<file path="src/logic/mode_switch_consts.vh">
// constants for the contact input mode switcher
// assumes a 32-bit apb slave with byte addresses and word registers
`ifndef MODE_SWITCH_CONSTS_VH
`define MODE_SWITCH_CONSTS_VH

// action codes held in each input's configuration field
`define ACT_WIDTH          3
`define ACT_NONE           3'h0
`define ACT_HAND           3'h1
`define ACT_LSP_ONE        3'h2
`define ACT_LSP_TWO        3'h3
`define ACT_LSP_THREE      3'h4
`define ACT_LSP_FOUR       3'h5
`define ACT_FORWARD        3'h6
`define ACT_SUSPEND        3'h7

// per-input configuration field: action then loop allocation
`define CFG_FIELD_WIDTH    4
`define CFG_LOOP_BIT       3

// register byte offsets
`define ADDR_WIDTH         8
`define REG_INPUT_CFG      8'h00
`define REG_LOOP0_CTRL     8'h04
`define REG_LOOP1_CTRL     8'h08
`define REG_STATUS         8'h0C

// loop control fields
`define CTRL_REMOTE_BIT    0
`define CTRL_LSP_LSB       1
`define CTRL_DIRECT_BIT    3
`define CTRL_WIDTH         4
`define CTRL_RESET         4'h0
`define CFG_RESET          32'h0000_0000

// status layout: contacts, annunciators, then per loop state byte
`define STAT_ANN_LSB       4
`define STAT_LOOP_LSB      8
`define STAT_LOOP_WIDTH    8

`define LABEL_WIDTH        2
`define LABEL_RESET        2'h0
`endif

</file>
<file path="src/logic/contact_sync.v">
// two flip-flop synchroniser for a group of pin levels
// assumes inputs are asynchronous to sys_clk and slow moving
module contact_sync #(
    parameter WIDTH = 4
) (
    // clock and reset
    input  wire             sys_clk,
    input  wire             reset,
    // levels
    input  wire [WIDTH-1:0] asyncIn,
    output wire [WIDTH-1:0] syncOut
);

reg [WIDTH-1:0] stageOne;
reg [WIDTH-1:0] stageTwo;

// per bit, first stage feeds only the second
genvar b;
generate
    for (b = 0; b < WIDTH; b = b + 1) begin : g_bit
        always @(posedge sys_clk or posedge reset) begin
            if (reset) begin
                stageOne[b] <= 1'b0;
                stageTwo[b] <= 1'b0;
            end else begin
                stageOne[b] <= asyncIn[b];
                stageTwo[b] <= stageOne[b];
            end
        end
    end
endgenerate

assign syncOut = stageTwo;

endmodule

</file>
<file path="src/logic/contact_input_mode_switcher.v">
// contact input mode switcher: per-input actions on two control loops
// assumes an apb master on sys_clk; contacts and keys arrive from pins
//
// Contract
// an input with an action shows its contact state on its annunciator
// an input with no action keeps annunciator off and does nothing
// on reopening, state before closure returns unless an action says
// hand action closure forces hand mode and blinks hand indicator
// hand reopening restores prior mode, stays hand if key pressed meanwhile
// setpoint selects force local setpoint one to four, blink, show label
// setpoint select reopening restores prior local or remote source
// forward action closure makes control action direct
// suspend closure halts program or ramp and blinks suspend indicator
// suspend reopening resumes only if program was started by its key
// suspend may be allocated to either loop
// each input carries a loop allocation for two-loop setups
// contacts pass two flip-flops before any use
//
// Local design decisions: the APB slave port and the register offsets.
`include "mode_switch_consts.vh"

module contact_input_mode_switcher #(
    parameter NUM_INPUTS = 4,
    parameter NUM_LOOPS  = 2
) (
    // clock and reset
    input  wire                  sys_clk,
    input  wire                  reset,
    // apb slave
    input  wire                  psel,
    input  wire                  penable,
    input  wire                  pwrite,
    input  wire [31:0]           paddr,
    input  wire [31:0]           pwdata,
    output reg  [31:0]           prdata,
    output wire                  pready,
    output wire                  pslverr,
    // contacts and operator keys, high while closed or pressed
    input  wire [NUM_INPUTS-1:0] contactClosed,
    input  wire [NUM_LOOPS-1:0]  handAutoKey,
    input  wire [NUM_LOOPS-1:0]  programToggleKey,
    // annunciators
    output reg  [NUM_INPUTS-1:0] annunciator,
    // per loop state
    output wire [NUM_LOOPS-1:0]  manualMode,
    output wire [NUM_LOOPS-1:0]  handBlink,
    output wire [NUM_LOOPS-1:0]  remoteSetpoint,
    output wire [NUM_LOOPS*2-1:0] setpointLabel,
    output wire [NUM_LOOPS-1:0]  setpointBlink,
    output wire [NUM_LOOPS-1:0]  directAction,
    output wire [NUM_LOOPS-1:0]  programAdvance,
    output wire [NUM_LOOPS-1:0]  suspendBlink
);

// contacts plus both key groups share one synchroniser
localparam SYNC_WIDTH = NUM_INPUTS + 2 * NUM_LOOPS;

// synchronised levels
wire [SYNC_WIDTH-1:0]  syncLevels;
wire [NUM_INPUTS-1:0]  closed;
wire [NUM_LOOPS-1:0]   handKeyLevel;
wire [NUM_LOOPS-1:0]   progKeyLevel;
reg  [NUM_LOOPS-1:0]   handKeyPrev;
reg  [NUM_LOOPS-1:0]   progKeyPrev;
wire [NUM_LOOPS-1:0]   handKeyPress;
wire [NUM_LOOPS-1:0]   progKeyPress;

// registers
reg  [31:0]            inputCfg;
reg  [`CTRL_WIDTH-1:0] loopCtrl [0:NUM_LOOPS-1];

// bus decode
wire                   setupPhase;
wire                   writeAccess;
wire [`ADDR_WIDTH-1:0] wordAddr;
reg                    addrHit;
reg  [31:0]            readValue;
reg  [31:0]            statusWord;
// per loop state bytes merged into the status word
wire [NUM_LOOPS*`STAT_LOOP_WIDTH-1:0] statusWordLoop;

// contacts and keys through two flops before any use
contact_sync #(
    .WIDTH   (SYNC_WIDTH)
) u_sync (
    .sys_clk (sys_clk),
    .reset   (reset),
    .asyncIn ({programToggleKey, handAutoKey, contactClosed}),
    .syncOut (syncLevels)
);

// split the synchronised word back into its parts
assign closed       = syncLevels[NUM_INPUTS-1:0];
assign handKeyLevel = syncLevels[NUM_INPUTS +: NUM_LOOPS];
assign progKeyLevel = syncLevels[NUM_INPUTS+NUM_LOOPS +: NUM_LOOPS];

// key press edges, taken after the synchroniser
always @(posedge sys_clk or posedge reset) begin
    if (reset) begin
        handKeyPrev <= {NUM_LOOPS{1'b0}};
        progKeyPrev <= {NUM_LOOPS{1'b0}};
    end else begin
        handKeyPrev <= handKeyLevel;
        progKeyPrev <= progKeyLevel;
    end
end

// one cycle pulse per key press
assign handKeyPress = handKeyLevel & ~handKeyPrev;
assign progKeyPress = progKeyLevel & ~progKeyPrev;

// annunciators follow configured contacts, unconfigured stay dark
genvar a;
generate
    for (a = 0; a < NUM_INPUTS; a = a + 1) begin : g_ann
        always @(posedge sys_clk or posedge reset) begin
            if (reset) begin
                annunciator[a] <= 1'b0;
            end else begin
                annunciator[a] <= closed[a] &&
                    (inputCfg[a*`CFG_FIELD_WIDTH +: `ACT_WIDTH]
                     != `ACT_NONE);
            end
        end
    end
endgenerate

// per loop behaviour
genvar g;
generate
    for (g = 0; g < NUM_LOOPS; g = g + 1) begin : g_loop
        integer                     i;
        reg  [`ACT_WIDTH-1:0]       act;
        reg                         mine;
        reg                         anyHand;
        reg                         anyForward;
        reg                         anySuspend;
        reg                         selHit;
        reg  [`LABEL_WIDTH-1:0]     selIdx;
        reg  [`ACT_WIDTH-1:0]       selDiff;
        reg                         handPrev;
        reg                         keyDuring;
        reg                         manualState;
        reg                         programRun;
        reg                         manualOut;
        reg                         handBlinkOut;
        reg                         remoteOut;
        reg  [`LABEL_WIDTH-1:0]     labelOut;
        reg                         spBlinkOut;
        reg                         directOut;
        reg                         advanceOut;
        reg                         suspendOut;
        wire [`CTRL_WIDTH-1:0]      ctrl;

        // base settings of this loop
        assign ctrl = loopCtrl[g];

        // gather the actions of closed inputs allocated to this loop
        always @* begin
            act         = `ACT_NONE;
            mine        = 1'b0;
            anyHand     = 1'b0;
            anyForward  = 1'b0;
            anySuspend  = 1'b0;
            selHit      = 1'b0;
            selIdx      = `LABEL_RESET;
            selDiff     = `ACT_NONE;
            // downward scan so the lowest numbered select wins
            for (i = NUM_INPUTS - 1; i >= 0; i = i - 1) begin
                act  = inputCfg[i*`CFG_FIELD_WIDTH +: `ACT_WIDTH];
                mine = (inputCfg[i*`CFG_FIELD_WIDTH + `CFG_LOOP_BIT]
                        == (g % 2 != 0)) || (NUM_LOOPS == 1);
                if (closed[i] && mine) begin
                    case (act)
                        `ACT_HAND: begin
                            anyHand = 1'b1;
                        end
                        `ACT_LSP_ONE, `ACT_LSP_TWO,
                        `ACT_LSP_THREE, `ACT_LSP_FOUR: begin
                            selHit = 1'b1;
                            selDiff = act - `ACT_LSP_ONE;
                            selIdx  = selDiff[`LABEL_WIDTH-1:0];
                        end
                        `ACT_FORWARD: begin
                            anyForward = 1'b1;
                        end
                        `ACT_SUSPEND: begin
                            anySuspend = 1'b1;
                        end
                        default: begin
                            act = `ACT_NONE;
                        end
                    endcase
                end
            end
        end

        // hand mode: key toggles, forcing overrides, release restores
        always @(posedge sys_clk or posedge reset) begin
            if (reset) begin
                handPrev    <= 1'b0;
                keyDuring   <= 1'b0;
                manualState <= 1'b0;
            end else begin
                handPrev <= anyHand;
                // a press seen while forced keeps hand mode later
                if (anyHand) begin
                    if (handKeyPress[g])
                        keyDuring <= 1'b1;
                end else if (handPrev) begin
                    keyDuring <= 1'b0;
                    if (keyDuring)
                        manualState <= 1'b1;
                end else if (handKeyPress[g]) begin
                    manualState <= ~manualState;
                end
            end
        end

        // program run state, only the program key starts it
        always @(posedge sys_clk or posedge reset) begin
            if (reset) begin
                programRun <= 1'b0;
            end else if (progKeyPress[g]) begin
                programRun <= ~programRun;
            end
        end

        // registered outputs; base state reappears once inputs open
        always @(posedge sys_clk or posedge reset) begin
            if (reset) begin
                manualOut    <= 1'b0;
                handBlinkOut <= 1'b0;
                remoteOut    <= 1'b0;
                labelOut     <= `LABEL_RESET;
                spBlinkOut   <= 1'b0;
                directOut    <= 1'b0;
                advanceOut   <= 1'b0;
                suspendOut   <= 1'b0;
            end else begin
                manualOut    <= manualState | anyHand;
                handBlinkOut <= anyHand;
                remoteOut    <= selHit ? 1'b0
                                       : ctrl[`CTRL_REMOTE_BIT];
                labelOut     <= selHit ? selIdx
                    : ctrl[`CTRL_LSP_LSB +: `LABEL_WIDTH];
                spBlinkOut   <= selHit;
                directOut    <= anyForward |
                                ctrl[`CTRL_DIRECT_BIT];
                advanceOut   <= programRun & ~anySuspend;
                suspendOut   <= anySuspend;
            end
        end

        // drive this loop's slice of the output ports
        assign manualMode[g]                     = manualOut;
        assign handBlink[g]                      = handBlinkOut;
        assign remoteSetpoint[g]                 = remoteOut;
        assign setpointLabel[g*2 +: 2]           = labelOut;
        assign setpointBlink[g]                  = spBlinkOut;
        assign directAction[g]                   = directOut;
        assign programAdvance[g]                 = advanceOut;
        assign suspendBlink[g]                   = suspendOut;
    end
endgenerate

// apb decode, zero wait states
assign setupPhase  = psel & ~penable;
assign writeAccess = psel & penable & pwrite & addrHit;
assign wordAddr    = paddr[`ADDR_WIDTH-1:0];
assign pready      = 1'b1;
assign pslverr     = psel & penable & ~addrHit; // unmapped address

// address hit and read mux
always @* begin
    statusWord = 32'h0000_0000;
    statusWord[NUM_INPUTS-1:0] = closed;
    statusWord[`STAT_ANN_LSB +: NUM_INPUTS] = annunciator;
    addrHit    = 1'b1;
    readValue  = 32'h0000_0000;
    case (wordAddr)
        `REG_INPUT_CFG:  readValue = inputCfg;
        `REG_LOOP0_CTRL: readValue[`CTRL_WIDTH-1:0] = loopCtrl[0];
        `REG_LOOP1_CTRL: readValue[`CTRL_WIDTH-1:0] =
                             loopCtrl[NUM_LOOPS-1];
        `REG_STATUS:     readValue = statusWord;
        default:         addrHit = 1'b0;
    endcase
    // any bit above the decoded byte refuses the access
    if (paddr[31:`ADDR_WIDTH] != {(32-`ADDR_WIDTH){1'b0}})
        addrHit = 1'b0;
end

// per loop state byte in the status word
genvar s;
generate
    for (s = 0; s < NUM_LOOPS; s = s + 1) begin : g_stat
        assign statusWordLoop[s*`STAT_LOOP_WIDTH +: `STAT_LOOP_WIDTH] =
            {suspendBlink[s], programAdvance[s], directAction[s],
             setpointLabel[s*2 +: 2], remoteSetpoint[s],
             handBlink[s], manualMode[s]};
    end
endgenerate

// read data captured in the setup cycle, held through access
always @(posedge sys_clk or posedge reset) begin
    if (reset) begin
        prdata <= 32'h0000_0000;
    end else if (setupPhase) begin
        if (wordAddr == `REG_STATUS && addrHit)
            prdata <= readValue |
                ({{(32-NUM_LOOPS*`STAT_LOOP_WIDTH){1'b0}},
                  statusWordLoop} << `STAT_LOOP_LSB);
        else
            prdata <= readValue;
    end
end

// register writes at the access edge
always @(posedge sys_clk or posedge reset) begin
    if (reset) begin
        inputCfg <= `CFG_RESET;
    end else if (writeAccess && wordAddr == `REG_INPUT_CFG) begin
        inputCfg <= pwdata;
    end
end

// loop control registers, one per loop
genvar c;
generate
    for (c = 0; c < NUM_LOOPS; c = c + 1) begin : g_ctrl
        always @(posedge sys_clk or posedge reset) begin
            if (reset) begin
                loopCtrl[c] <= `CTRL_RESET;
            end else if (writeAccess &&
                         wordAddr == ((c == 0) ? `REG_LOOP0_CTRL
                                               : `REG_LOOP1_CTRL)) begin
                loopCtrl[c] <= pwdata[`CTRL_WIDTH-1:0];
            end
        end
    end
endgenerate

endmodule

</file>
<file path="config.mk">
export PLATFORM = sky130hd
export DESIGN_NAME = contact_input_mode_switcher
export DESIGN_NICKNAME = d
export VERILOG_FILES = /design/src/logic/contact_sync.v /design/src/logic/contact_input_mode_switcher.v
export VERILOG_INCLUDE_DIRS = /design/src /design/src/logic
export SDC_FILE = /design/constraint.sdc
export NUM_CORES = 1
export LEC_CHECK = 0
export ABC_CLOCK_PERIOD_IN_PS = 6400
export BUFFER_PORTS_ARGS = -buffer_cell sky130_fd_sc_hd__clkbuf_2
export CORE_MARGIN = 2
export CORE_UTILIZATION = 31
export CTS_CLUSTER_SIZE = 10
export DETAILED_ROUTE_END_ITERATION = 10
export HOLD_SLACK_MARGIN = 0.1
export PLACE_DENSITY = 0.49
export SYNTH_ARGS = -nofsm -noshare
export SYNTH_HDL_FRONTEND = slang
export SYNTH_SLANG_ARGS = --single-unit
</file>
<file path="constraint.sdc">
create_clock -name sys_clk -period 6.4 [get_ports sys_clk]
set_input_delay 0.32 -clock sys_clk [delete_from_list [all_inputs] [get_ports sys_clk]]
set_output_delay 0.32 -clock sys_clk [all_outputs]
set_load 0.01 [all_outputs]
</file>
==> results of run 1 <==
==> cells by family after synthesis <==
logic type | Yosys count | share of synthesized area
other | 1 | 0.0006904
multiplexers | 46 | 0.1034
flip-flops | 120 | 0.5529
AO/OA/AOI/OAI | 68 | 0.1044
AND/OR/NAND/NOR | 161 | 0.1571
XOR/XNOR | 7 | 0.01129
buffers and inverters | 77 | 0.07026
==> what timing repair did <==
item,in CTS,in global routing
hold endpoints to repair,61,0
resized for setup,0,0
hold buffers,9,0
==> worst max path at each step <==
stage / startpoint / end / slack [ps] / depth (start not counted)
floorplan: reset / annunciator[0] / 2890 / 1
global placement: paddr[7] / inputCfg[8] / 3320 / 7
detailed placement: paddr[7] / inputCfg[6] / 3240 / 7
CTS: paddr[7] / inputCfg[6] / 3690 / 7
global route: paddr[7] / inputCfg[6] / 3510 / 7
finish: paddr[7] / inputCfg[6] / 3680 / 7
==> synthesized netlist by cell type, types with 2 or more instances <==
cell type,count
o211ai_2,10
o31a_1,3
or2_2,3
xor2_1,4
and3_1,4
a2bb2oi_1,2
o2bb2ai_1,2
nor2_1,16
nand2b_1,6
mux4_2,4
nor4_1,7
nor3_1,7
a22o_1,2
a221oi_1,4
nor3b_1,3
buf_1,3
nand4b_1,2
or4bb_1,2
o211ai_1,9
a22oi_1,5
a21oi_1,2
nand2_1,52
xnor2_1,3
inv_1,33
dfrtp_1,120
and4_1,2
o311a_1,2
nor2b_1,7
mux2_2,41
clkbuf_1,20
nand4_1,3
nand3_1,32
or3_1,2
o21ai_0,13
buf_4,18
a32oi_1,2
and2_1,6
==> cell type report <==
class | count | share of cell area
Sequential cell | 120 | 0.4388
Multi-Input combinational cell | 283 | 0.3026
Timing Repair Buffer | 144 | 0.1134
Clock buffer | 17 | 0.06217
Tap cell | 225 | 0.04114
Clock inverter | 15 | 0.02340
Inverter | 33 | 0.01847
==> power breakdown <==
group	internal (mW)	switching, mW	total (mW)
combinational	0.0490	0.0660	0.115
clock	0.604	0.340	0.944
sequential	0.787	0.0167	0.803
==> metal layers <==
metal,vias to the layer above,GRT usage
met5,-,0
met3,21,0.04251
met1,2026,0.2163
met4,0,0.07060
met2,120,0.2647
li1,1920,-
==> flip-flops by register name (all words and copies together), names as in the netlist <==
name                 flops
annunciator              4
g_loop.advanceOut        2
g_loop.ctrl              8
g_loop.directOut         2
g_loop.handBlinkOut      2
g_loop.keyDuring         2
g_loop.labelOut          4
g_loop.manualOut         2
g_loop.manualState       2
g_loop.programRun        2
g_loop.remoteOut         2
g_loop.spBlinkOut        2
g_loop.suspendOut        2
handKeyPrev              2
inputCfg                32
prdata                  32
progKeyPrev              2
u_sync.stageOne          8
u_sync.syncOut           8
==> per-stage QoR <==
step	setup WS, ps	hold slack (ps)	std cells	power [mW]
after global routing	3512	118.7	837	1.949
after floorplan	2894	331.2	480	0.8834
after CTS	3690	108.8	837	1.894
after detailed placement	3242	334.7	796	0.9309
final	3680	127.7	837	1.863
after global placement	3323	333.6	796	0.9281
==> impl_summary.txt, run 1 <==
----------------------------------------------------
[Finish]
  Core occupancy in the finished layout ... 0.3970
  Layout Area Growth over Synthesis ... 25.98%
  Post-layout instance area ... 0.006843 mm2
  Area of all sequential standard cells ... between 0.003 and 0.004 mm2
  Area used by multi-input combinational logic ... 0.002071 mm2
  Number of fill cells in the layout ... 1699
  Ratio of cells with drive above 1 in the final layout ... 0.3791
  Most common cell after layout, fill and taps aside ... clkbuf_2
  Antenna cell count ... 0
  Number of nets in the final layout ... 676
  Leading cell types in the layout, fill and taps excluded ... 131 x clkbuf_2, 120 x dfrtp_1, 52 x nand2_1

[Floorplan]
  Initial Utilization ... 0.3151
  Die Height ... 136.4 um
  Number of primary I/O pins ... 133
  Die Outline Area ... 0.01860 mm2
  Row cnt ... 48
  Floorplan core area ... 0.01724 mm2
  Die W ... 136.4 um

[STA]
  Total setup violations reported at the end of the flow ... 0
  Relative slew slack ... 0.2148
  Post-route clock period utilization ... 0.4249
  Period minus WS final ... about 2700 ps
  Unrepaired setup endpoints after global routing ... false
  Max Freq ... 0.3677 GHz
  Slew @ Worst Pin ... 1173 ps
  Final clock skew ... 11.52 ps
  Sum Neg Setup Slack ... 0 ps
  Final Hold Viols ... 0
  Max-slew violation count ... 0

[Critical path]
  Reg-to-reg endpoint ... g_loop[0].manualState
  R2R cell count ... 4
  Series of cell instances along the critical path ... clkbuf_2 -> nor4_4 -> nor4bb_4 -> buf_4 -> nor3b_4 -> buf_4 -> mux2_2
  Data required time at the worst endpoint ... between 6000 and 7000 ps
  Setup crit end kind ... flip-flop
  Crit Path Class ... in2reg
  Type of origin of the critical path ... input port
  Slowest CP cell ... nor3b_4
  Buf+Inv Stages, Crit Path ... 3
  Flop2flop setup slack ... 4430 ps
  Most used cell, CP ... buf_4
  Stage delay of the slowest cell on the critical path ... roughly 800 ps
  Highest net fanout along the worst path ... 29
  Data arrival time of the critical path ... 3020 ps
  Origin of the critical flop-to-flop path ... inputCfg[9]
  Top cell family by delay on the critical path ... simple AND/OR/NAND/NOR gates

[Power and ir drop]
  Leakage dissipation ... approximately 3.4 nW
  Power density of the placed cells ... 272.2 mW/mm2
  Worst vdd ir ... 182.0 uV

[Placed design]
  Number of buffers inserted by port buffering ... 131
  Placed wire-length estimate after detailed placement ... about 11 mm
  GP Congestion ... 0.8520
  Area post-placement ... 0.006167 mm2

[Hold path]
  Kind of path behind the tightest hold check ... in2reg
  Number of cells traversed by the worst hold path ... 2
  Min-Delay Startpoint ... pwdata[10]
  Terminating pin of the worst hold path ... inputCfg[10]

[Job]
  Number of max-cap violations ... 0

[Synth]
  Area contributors post-synth ... dfrtp_1 55%, mux2_2 8.5%, nand2_1 3.6%
  Share of Yosys cell area claimed by the top area cell type ... 0.5529
  Cell Area, Synth ... 0.005431 mm2
  Ys Warns ... 0
  Number of enable flip-flop cells after synthesis ... 0
  Post-synthesis register bit count ... between 100 and 150
  Gate count of the mapped netlist ... 480
  Unique cell type count in the Yosys netlist ... 61
  Share of flip-flops with an asynchronous set or reset after synthesis ... 1.000
  Prevailing post-synth register cell ... dfrtp_1
  Number of nets in the synthesized netlist ... 557
  Yosys top cell by area ... dfrtp_1
  Part of the Yosys area used for sequential elements ... 0.5529
  Post-Syn Area per Cell ... roughly 11 um2

[Detailed routing]
  Number of vias per cell ... slightly below 5
  Met1 routed wirelength after detailed routing ... 6.608 mm
  Antenna Nets Post-Route ... 0
  Final wirelength ... between 10 and 15 mm
  Count of unresolved DRC violations after routing ... 0
  Average detailed-routed wire length per instance ... 17.30 um
  Wire length on met2 ... 6.879 mm
  Highest metal layer used by the detailed router ... met4
  Iteration-0 DRC Markers ... 195
  Routed met3 length ... 677 um
  Number of detailed-routing iterations run before antenna repair ... 4
  DR vias ... 4087

[Clocking]
  Clock tree from TritonCTS ... built
  Depth of the CTS H-tree ... 4
  CTS Buffer Depth ... 2
  Post CTS Setup Buffer Count ... 0
  Clock Latency Late Sink ... 420 ps
  # clock sinks ... 120
  Root Buffer Master ... clkbuf_16
  Clock slew at the register clock pins of the worst setup and hold paths ... ~60 ps
  Total CTS buffers ... 17

[Global routing]
  Gr usage total ... 0.1667
  Initial antenna violation count ... 0
  Leftover overflow at the end of global routing ... 0
  First-pass GRT wire length ... 23.06 mm
  Largest net degree at the start of global routing ... 68
  Vias in the first global route ... roughly 4200

[Status]
  Status ... finished clean

----------------------------------------------------
Power figures use the tool's default switching activity.
==> run 2, diff against run 1 <==
--- a/config.mk
+++ b/config.mk
@@ -6,14 +6,14 @@
 export SDC_FILE = /design/constraint.sdc
 export NUM_CORES = 1
 export LEC_CHECK = 0
-export ABC_CLOCK_PERIOD_IN_PS = 6400
+export ABC_CLOCK_PERIOD_IN_PS = 2310
 export BUFFER_PORTS_ARGS = -buffer_cell sky130_fd_sc_hd__clkbuf_2
 export CORE_MARGIN = 2
 export CORE_UTILIZATION = 31
 export CTS_CLUSTER_SIZE = 10
 export DETAILED_ROUTE_END_ITERATION = 10
 export HOLD_SLACK_MARGIN = 0.1
-export PLACE_DENSITY = 0.49
+export PLACE_DENSITY = 0.51
 export SYNTH_ARGS = -nofsm -noshare
 export SYNTH_HDL_FRONTEND = slang
 export SYNTH_SLANG_ARGS = --single-unit
==> constraint.sdc (replaced) <==
create_clock -name sys_clk -period 2.31 [get_ports sys_clk]
set_input_delay 0.1155 -clock sys_clk [delete_from_list [all_inputs] [get_ports sys_clk]]
set_output_delay 0.1155 -clock sys_clk [all_outputs]
set_load 0.01 [all_outputs]
==> run 2 against run 1 <==
First-iteration DRC count stayed put. Final cell count grew 5.4%. Sequential cell count is the same. Critical path depth shrank 3. Clock skew decreased by 3.6 ps. Power grew to 3.0 times the previous value. Highest routed layer unchanged.
==> impl_summary.txt, run 2 (same netlist as run 1, synthesis figures left out) <==
----------------------------------------------------
[Status]
  Status ... finished clean

[Clocking]
  Clock slew at the register clock pins of the worst setup and hold paths ... 60 ps (about the same)
  Post CTS Setup Buffer Count ... 0 (unchanged)
  Clock Latency Late Sink ... 420 ps (about the same)
  Root Buffer Master ... clkbuf_16
  Post-CTS sizing ... 0 (unchanged)
  Clock tree from TritonCTS ... built
  Depth of the CTS H-tree ... 4 (unchanged)
  Post-cts hold buffer count ... 41 (+32)
  CTS Buffer Depth ... 2 (unchanged)
  # clock sinks ... 120 (unchanged)
  Total CTS buffers ... 17 (unchanged)

[Placed design]
  GP Congestion ... 0.8522 (about the same)
  Placed wire-length estimate after detailed placement ... 11.16 mm (+4.6%)
  Number of buffers inserted by port buffering ... 131 (unchanged)

[Critical path]
  Type of origin of the critical path ... flip-flop
  Crit Path Class ... reg2reg
  Highest net fanout along the worst path ... 11 (-62%)
  Data required time at the worst endpoint ... 2620 ps (-4080 ps)
  Setup crit end kind ... flip-flop
  Data arrival time of the critical path ... 2280 ps (-740 ps)

[Power and ir drop]
  Clock network power share ... 0.533 (+0.026)
  Switching power ... 1.194 mW (+180%)
  Power share of the combinational group ... 0.067 (+0.005)
  Internal power of the cells ... 4.358 mW (+200%)
  Leakage dissipation ... 3.602 nW (+7.0%)
  Net Sw Frac ... 0.2151 (-0.01191)
  Worst vdd ir ... 554.2 uV (+200%)
  Sequential group share of total power ... 0.400 (-0.031)
  Power density of the placed cells ... 754.0 mW/mm2 (+180%)

[Global routing]
  Leftover overflow at the end of global routing ... 0 (unchanged)
  Vias in the first global route ... 4420 (+4.4%)
  Largest net degree at the start of global routing ... 40 (-41%)
  First-pass GRT wire length ... 23.87 mm (+3.5%)
  Gr usage total ... 0.1721 (+0.005390)
  Initial antenna violation count ... 0 (unchanged)

[Floorplan]
  Number of primary I/O pins ... 133 (unchanged)
  Die W ... 136.4 um (unchanged)
  Die Height ... 136.4 um (unchanged)
  Floorplan core area ... 0.01724 mm2 (unchanged)
  Die Outline Area ... 0.01860 mm2 (unchanged)
  Row cnt ... 48 (unchanged)
  Initial Utilization ... 0.3151 (unchanged)

[Detailed routing]
  DR vias ... 4258 (+4.2%)
  Number of detailed-routing iterations run before antenna repair ... 4 (unchanged)
  Antenna Nets Post-Route ... 0 (unchanged)
  Count of unresolved DRC violations after routing ... 0 (unchanged)
  Final wirelength ... 14.92 mm (+3.0%)
  Number of vias per cell ... 4.828 (-1.1%)
  Average detailed-routed wire length per instance ... 16.92 um (-2.2%)
  Iteration-0 DRC Markers ... 195 (unchanged)

[Hold path]
  Kind of path behind the tightest hold check ... in2reg

[STA]
  Final Hold Viols ... 0 (unchanged)
  Period minus WS final ... between 1500 and 2000 ps
  Post-route clock period utilization ... 0.8519
  Relative slew slack ... 0.4871 (+0.2723)
  Max Freq ... 0.5082 GHz
  Max-slew violation count ... 0 (unchanged)
  Final hold slack ... 124.7 ps (-3.007 ps)
  Sum Neg Setup Slack ... 0 ps (unchanged)
  Unrepaired setup endpoints after global routing ... false
  Final clock skew ... 7.967 ps (-3.550 ps)
  Total setup violations reported at the end of the flow ... 0 (unchanged)
  Slew @ Worst Pin ... 767.8 ps (-404.8 ps)

[Job]
  Number of max-cap violations ... 0 (unchanged)

[Finish]
  Most common cell after layout, fill and taps aside ... clkbuf_2
  Antenna cell count ... 0 (unchanged)
  Number of nets in the final layout ... 721 (+6.7%)
  Ratio of cells with drive above 1 in the final layout ... 0.3714 (-0.007700)
  Leading registers by flop count ... inputCfg (32), prdata (32)
  Layout Area Growth over Synthesis ... 35.59%
  Leading cell types in the layout, fill and taps excluded ... 131 x clkbuf_2, 120 x dfrtp_1, 52 x nand2_1

----------------------------------------------------
-- run 2: per-stage QoR --
step | util | worst slack, ps | instance area, um2 | power (mW) | instances
floorplan | - | 601.8 | 5435 | 2.448 | 480
global placement | 0.3650 | 419.6 | 6291 | 2.579 | 809
detailed placement | 0.3650 | 369.3 | 6291 | 2.589 | 809
CTS | 0.4273 | 366.8 | 7365 | 5.632 | 882
global route | 0.4273 | 220.4 | 7365 | 5.785 | 882
finish | 0.4273 | 342.1 | 7365 | 5.553 | 882
-- run 2: worst max-delay path, cell delays in order, from the launching register on --
cell      delay [ps]
dfrtp_1          520
or4bb_1          570
o22ai_1          330
nor3_1           160
a311oi_1         270
-- run 2: layout make-up --
| class | instances | area, um2 |
|---|---|---|
| clock buffers | 21 | 470.5 |
| clock inverters | 11 | 192.7 |
| repair buffers | 189 | 1219 |
| inverters | 33 | 127.6 |
| fillers | 1664 | 9872 |
| well taps | 225 | 281.5 |
| flip-flops and latches | 120 | 3003 |
| multi-input cells | 283 | 2071 |
-- run 2: worst paths after layout --
kind | startpoint | to | slack (ps) | cells past startpoint
max in group asynchronous | reset | inputCfg[31] | 1140 | 4
max reg2reg | inputCfg[10] | g_loop[0].manualState | 340 | 4
min reg2reg | u_sync.stageOne[4] | u_sync.syncOut[4] | 350 | 0
max | inputCfg[10] | g_loop[0].manualState | 340 | 4
min in group asynchronous | reset | prdata[24] | 380 | 3
min | paddr[0] | prdata[0] | 120 | 4
-- run 2: metal layers --
layer	global-route usage	part of all wire
met1	0.2189	0.46
met5	0	0
met2	0.2831	0.48
met3	0.03878	0.045
met4	0.07118	0.019
-- run 2: power groups by stage --
stage | logic [mW] | clock network (mW) | registers, mW
5_1_grt | 0.423 | 3.13 | 2.23
6_report | 0.374 | 2.96 | 2.22
3_5_place_dp | 0.329 | 0 | 2.26
4_1_cts | 0.385 | 3.02 | 2.22
2_1_floorplan | 0.200 | 0 | 2.25
3_3_place_gp | 0.322 | 0 | 2.26
==> run 3, diff against run 2 <==
--- a/config.mk
+++ b/config.mk
@@ -8,12 +8,14 @@
 export LEC_CHECK = 0
 export ABC_CLOCK_PERIOD_IN_PS = 2310
 export BUFFER_PORTS_ARGS = -buffer_cell sky130_fd_sc_hd__clkbuf_2
+export CELL_PAD_IN_SITES_DETAIL_PLACEMENT = 2
+export CELL_PAD_IN_SITES_GLOBAL_PLACEMENT = 2
 export CORE_MARGIN = 2
 export CORE_UTILIZATION = 31
 export CTS_CLUSTER_SIZE = 10
 export DETAILED_ROUTE_END_ITERATION = 10
 export HOLD_SLACK_MARGIN = 0.1
-export PLACE_DENSITY = 0.51
+export PLACE_DENSITY = 0.74
 export SYNTH_ARGS = -nofsm -noshare
 export SYNTH_HDL_FRONTEND = slang
 export SYNTH_SLANG_ARGS = --single-unit
==> run 3 against run 2 <==
Via count is 3.4% higher. Power is 0.18% higher. Sequential power hardly changed. Combinational power is 2% higher. Non-clock buffer count is 2 lower. Sequential cell count stayed put. Worst setup slack better by 120 ps. Routed wire length is 20% higher. Clock-buffer cell count is 3 lower. Global-route usage is 3.4 points higher.
==> impl_summary.txt, run 3 (same netlist as run 1, synthesis figures left out) <==
----------------------------------------------------
[Detailed routing]
  Number of vias per cell ... 5.001 (+3.6%)
  Antenna Nets Post-Route ... 0 (unchanged)
  Number of detailed-routing iterations run before antenna repair ... 4 (unchanged)
  Final wirelength ... 17.84 mm (+20%)
  Count of unresolved DRC violations after routing ... 0 (unchanged)
  DR vias ... 4401 (+3.4%)
  Iteration-0 DRC Markers ... 173 (-11%)
  Average detailed-routed wire length per instance ... 20.27 um (+20%)

[Power and ir drop]
  Worst vdd ir ... 488.0 uV (-12%)
  Power density of the placed cells ... 758.5 mW/mm2 (+0.61%)
  Final Power ... 5.563 mW (+0.18%)
  Leakage dissipation ... 3.580 nW (-0.61%)

[Finish]
  Leading registers by flop count ... inputCfg (32), prdata (32)
  Layout Area Growth over Synthesis ... 35.01%
  Ratio of cells with drive above 1 in the final layout ... 0.3710 (-0.0003927)
  Most common cell after layout, fill and taps aside ... clkbuf_2
  Antenna cell count ... 0 (unchanged)
  Leading cell types in the layout, fill and taps excluded ... 131 x clkbuf_2, 120 x dfrtp_1, 52 x nand2_1
  Number of nets in the final layout ... 719 (-0.28%)
  Post-layout instance area ... 0.007333 mm2 (-0.42%)
  Number of fill cells in the layout ... 1810 (+8.8%)

[Critical path]
  Setup crit end kind ... flip-flop
  R2R cell count ... 4 (unchanged)
  Critical path launch point ... inputCfg[9]
  Flop2flop setup slack ... 460 ps (+120 ps)
  Crit Path Class ... reg2reg
  Data arrival time of the critical path ... 2170 ps (-110 ps)
  Type of origin of the critical path ... flip-flop
  Origin of the critical flop-to-flop path ... inputCfg[9]
  Highest net fanout along the worst path ... 10 (-1)
  Reg-to-reg endpoint ... g_loop[0].manualState
  Data required time at the worst endpoint ... 2630 ps (about the same)

[Clocking]
  Depth of the CTS H-tree ... 4 (unchanged)
  Clock slew at the register clock pins of the worst setup and hold paths ... 60 ps (about the same)
  Total CTS buffers ... 17 (unchanged)
  # clock sinks ... 120 (unchanged)
  CTS Buffer Depth ... 2 (unchanged)
  Post CTS Setup Buffer Count ... 0 (unchanged)
  Root Buffer Master ... clkbuf_16
  Clock Latency Late Sink ... 420 ps (about the same)
  Clock tree from TritonCTS ... built

[Floorplan]
  Die W ... 136.4 um (unchanged)
  Floorplan core area ... 0.01724 mm2 (unchanged)
  Die Height ... 136.4 um (unchanged)
  Die Outline Area ... 0.01860 mm2 (unchanged)
  Number of primary I/O pins ... 133 (unchanged)
  Row cnt ... 48 (unchanged)
  Initial Utilization ... 0.3151 (unchanged)

[Global routing]
  Leftover overflow at the end of global routing ... 0 (unchanged)
  Largest net degree at the start of global routing ... 121 (+200%)
  Initial antenna violation count ... 0 (unchanged)
  First-pass GRT wire length ... 28.17 mm (+18%)
  Vias in the first global route ... 4985 (+13%)
  Gr usage total ... 0.2060 (+0.03386)

[STA]
  Max Freq ... 0.5407 GHz (+6.4%)
  Sum Neg Setup Slack ... 0 ps (unchanged)
  Final clock skew ... 10.31 ps (+2.344 ps)
  Post-route clock period utilization ... 0.8007 (-0.05122)
  Period minus WS final ... 1850 ps (-118.3 ps)
  Relative slew slack ... 0.5729 (+0.08585)
  Slew @ Worst Pin ... 640.6 ps (-127.2 ps)
  Unrepaired setup endpoints after global routing ... false
  Final hold slack ... 124.6 ps (-0.09600 ps)
  Final Hold Viols ... 0 (unchanged)
  Max-slew violation count ... 0 (unchanged)
  Total setup violations reported at the end of the flow ... 0 (unchanged)

[Placed design]
  Number of buffers inserted by port buffering ... 131 (unchanged)
  Placed wire-length estimate after detailed placement ... 12.32 mm (+10%)
  GP Congestion ... 0.8453 (-0.81%)
  Area post-placement ... 0.006264 mm2 (-0.44%)

[Hold path]
  Number of cells traversed by the worst hold path ... 4 (unchanged)
  Kind of path behind the tightest hold check ... in2reg
  Terminating pin of the worst hold path ... prdata[0]
  Min-Delay Startpoint ... paddr[7]

[Job]
  Number of max-cap violations ... 0 (unchanged)

[Status]
  Status ... finished clean

----------------------------------------------------
-- run 3: changes by cell type in the layout (fill, tap and decap cells not counted) --
cell | before | now
buf_12 | 2 | 1
buf_4 | 15 | 14
clkbuf_8 | 3 | 1
clkinv_2 | 2 | 1
clkinvlp_4 | 3 | 5
clkbuf_1 | 1 | 0
clkinv_4 | 1 | 2
inv_6 | 1 | 2
-- run 3: cell type report --
class                           instances  area (um2)  share of cell area
Clock buffer                           18       439.2             0.05989
Clock inverter                         14       220.2             0.03003
Inverter                               33       127.6             0.01740
Multi-Input combinational cell        283        2071              0.2824
Sequential cell                       120        3003              0.4095
Tap cell                              225       281.5             0.03839
Timing Repair Buffer                  187        1191              0.1624
-- run 3: per-stage QoR --
step                setup slack, ps    util  std cells
finish                        460.5  0.4255        880
global route                  318.9  0.4255        880
CTS                           440.3  0.4255        880
detailed placement            273.5  0.3634        807
global placement              353.4  0.3634        807
floorplan                     601.8       -        480
-- run 3: critical path, stage by stage (launching register included) --
cell and delay [ps]:
dfrtp_1 530, or4bb_1 580, o22ai_1 240, nor3_1 140, a311oi_1 250
-- run 3: per-layer routing --
| metal | track usage | vias to the layer above | routed length [um] |
|---|---|---|---|
| met3 | 0.05220 | 21 | 792 |
| met1 | 0.2405 | 2252 | 7321 |
| li1 | - | 2004 | - |
| met5 | 0 | - | 0 |
| met4 | 0.06713 | 0 | 292 |
| met2 | 0.3682 | 124 | 9433 |
-- run 3: power breakdown --
| group | switching, mW | leakage (nW) | internal [mW] |
|---|---|---|---|
| sequential | 0.0489 | 1.60 | 2.18 |
| clock | 1.00 | 0.309 | 1.95 |
| combinational | 0.206 | 1.67 | 0.177 |
-- run 3: worst max-delay path by stage --
stage | cells after the start | slack (ps) | to
6_report | 4 | 460 | g_loop[0].manualState
5_1_grt | 6 | 320 | g_loop[1].labelOut[0]
4_1_cts | 4 | 440 | g_loop[0].manualState
3_5_place_dp | 6 | 270 | inputCfg[13]
3_3_place_gp | 6 | 350 | inputCfg[13]
2_1_floorplan | 5 | 600 | inputCfg[0]
-- run 3: what timing repair did --
item	in CTS	in global routing
resized for setup	0	0
hold buffers	41	0
endpoints found under the hold margin	168	0
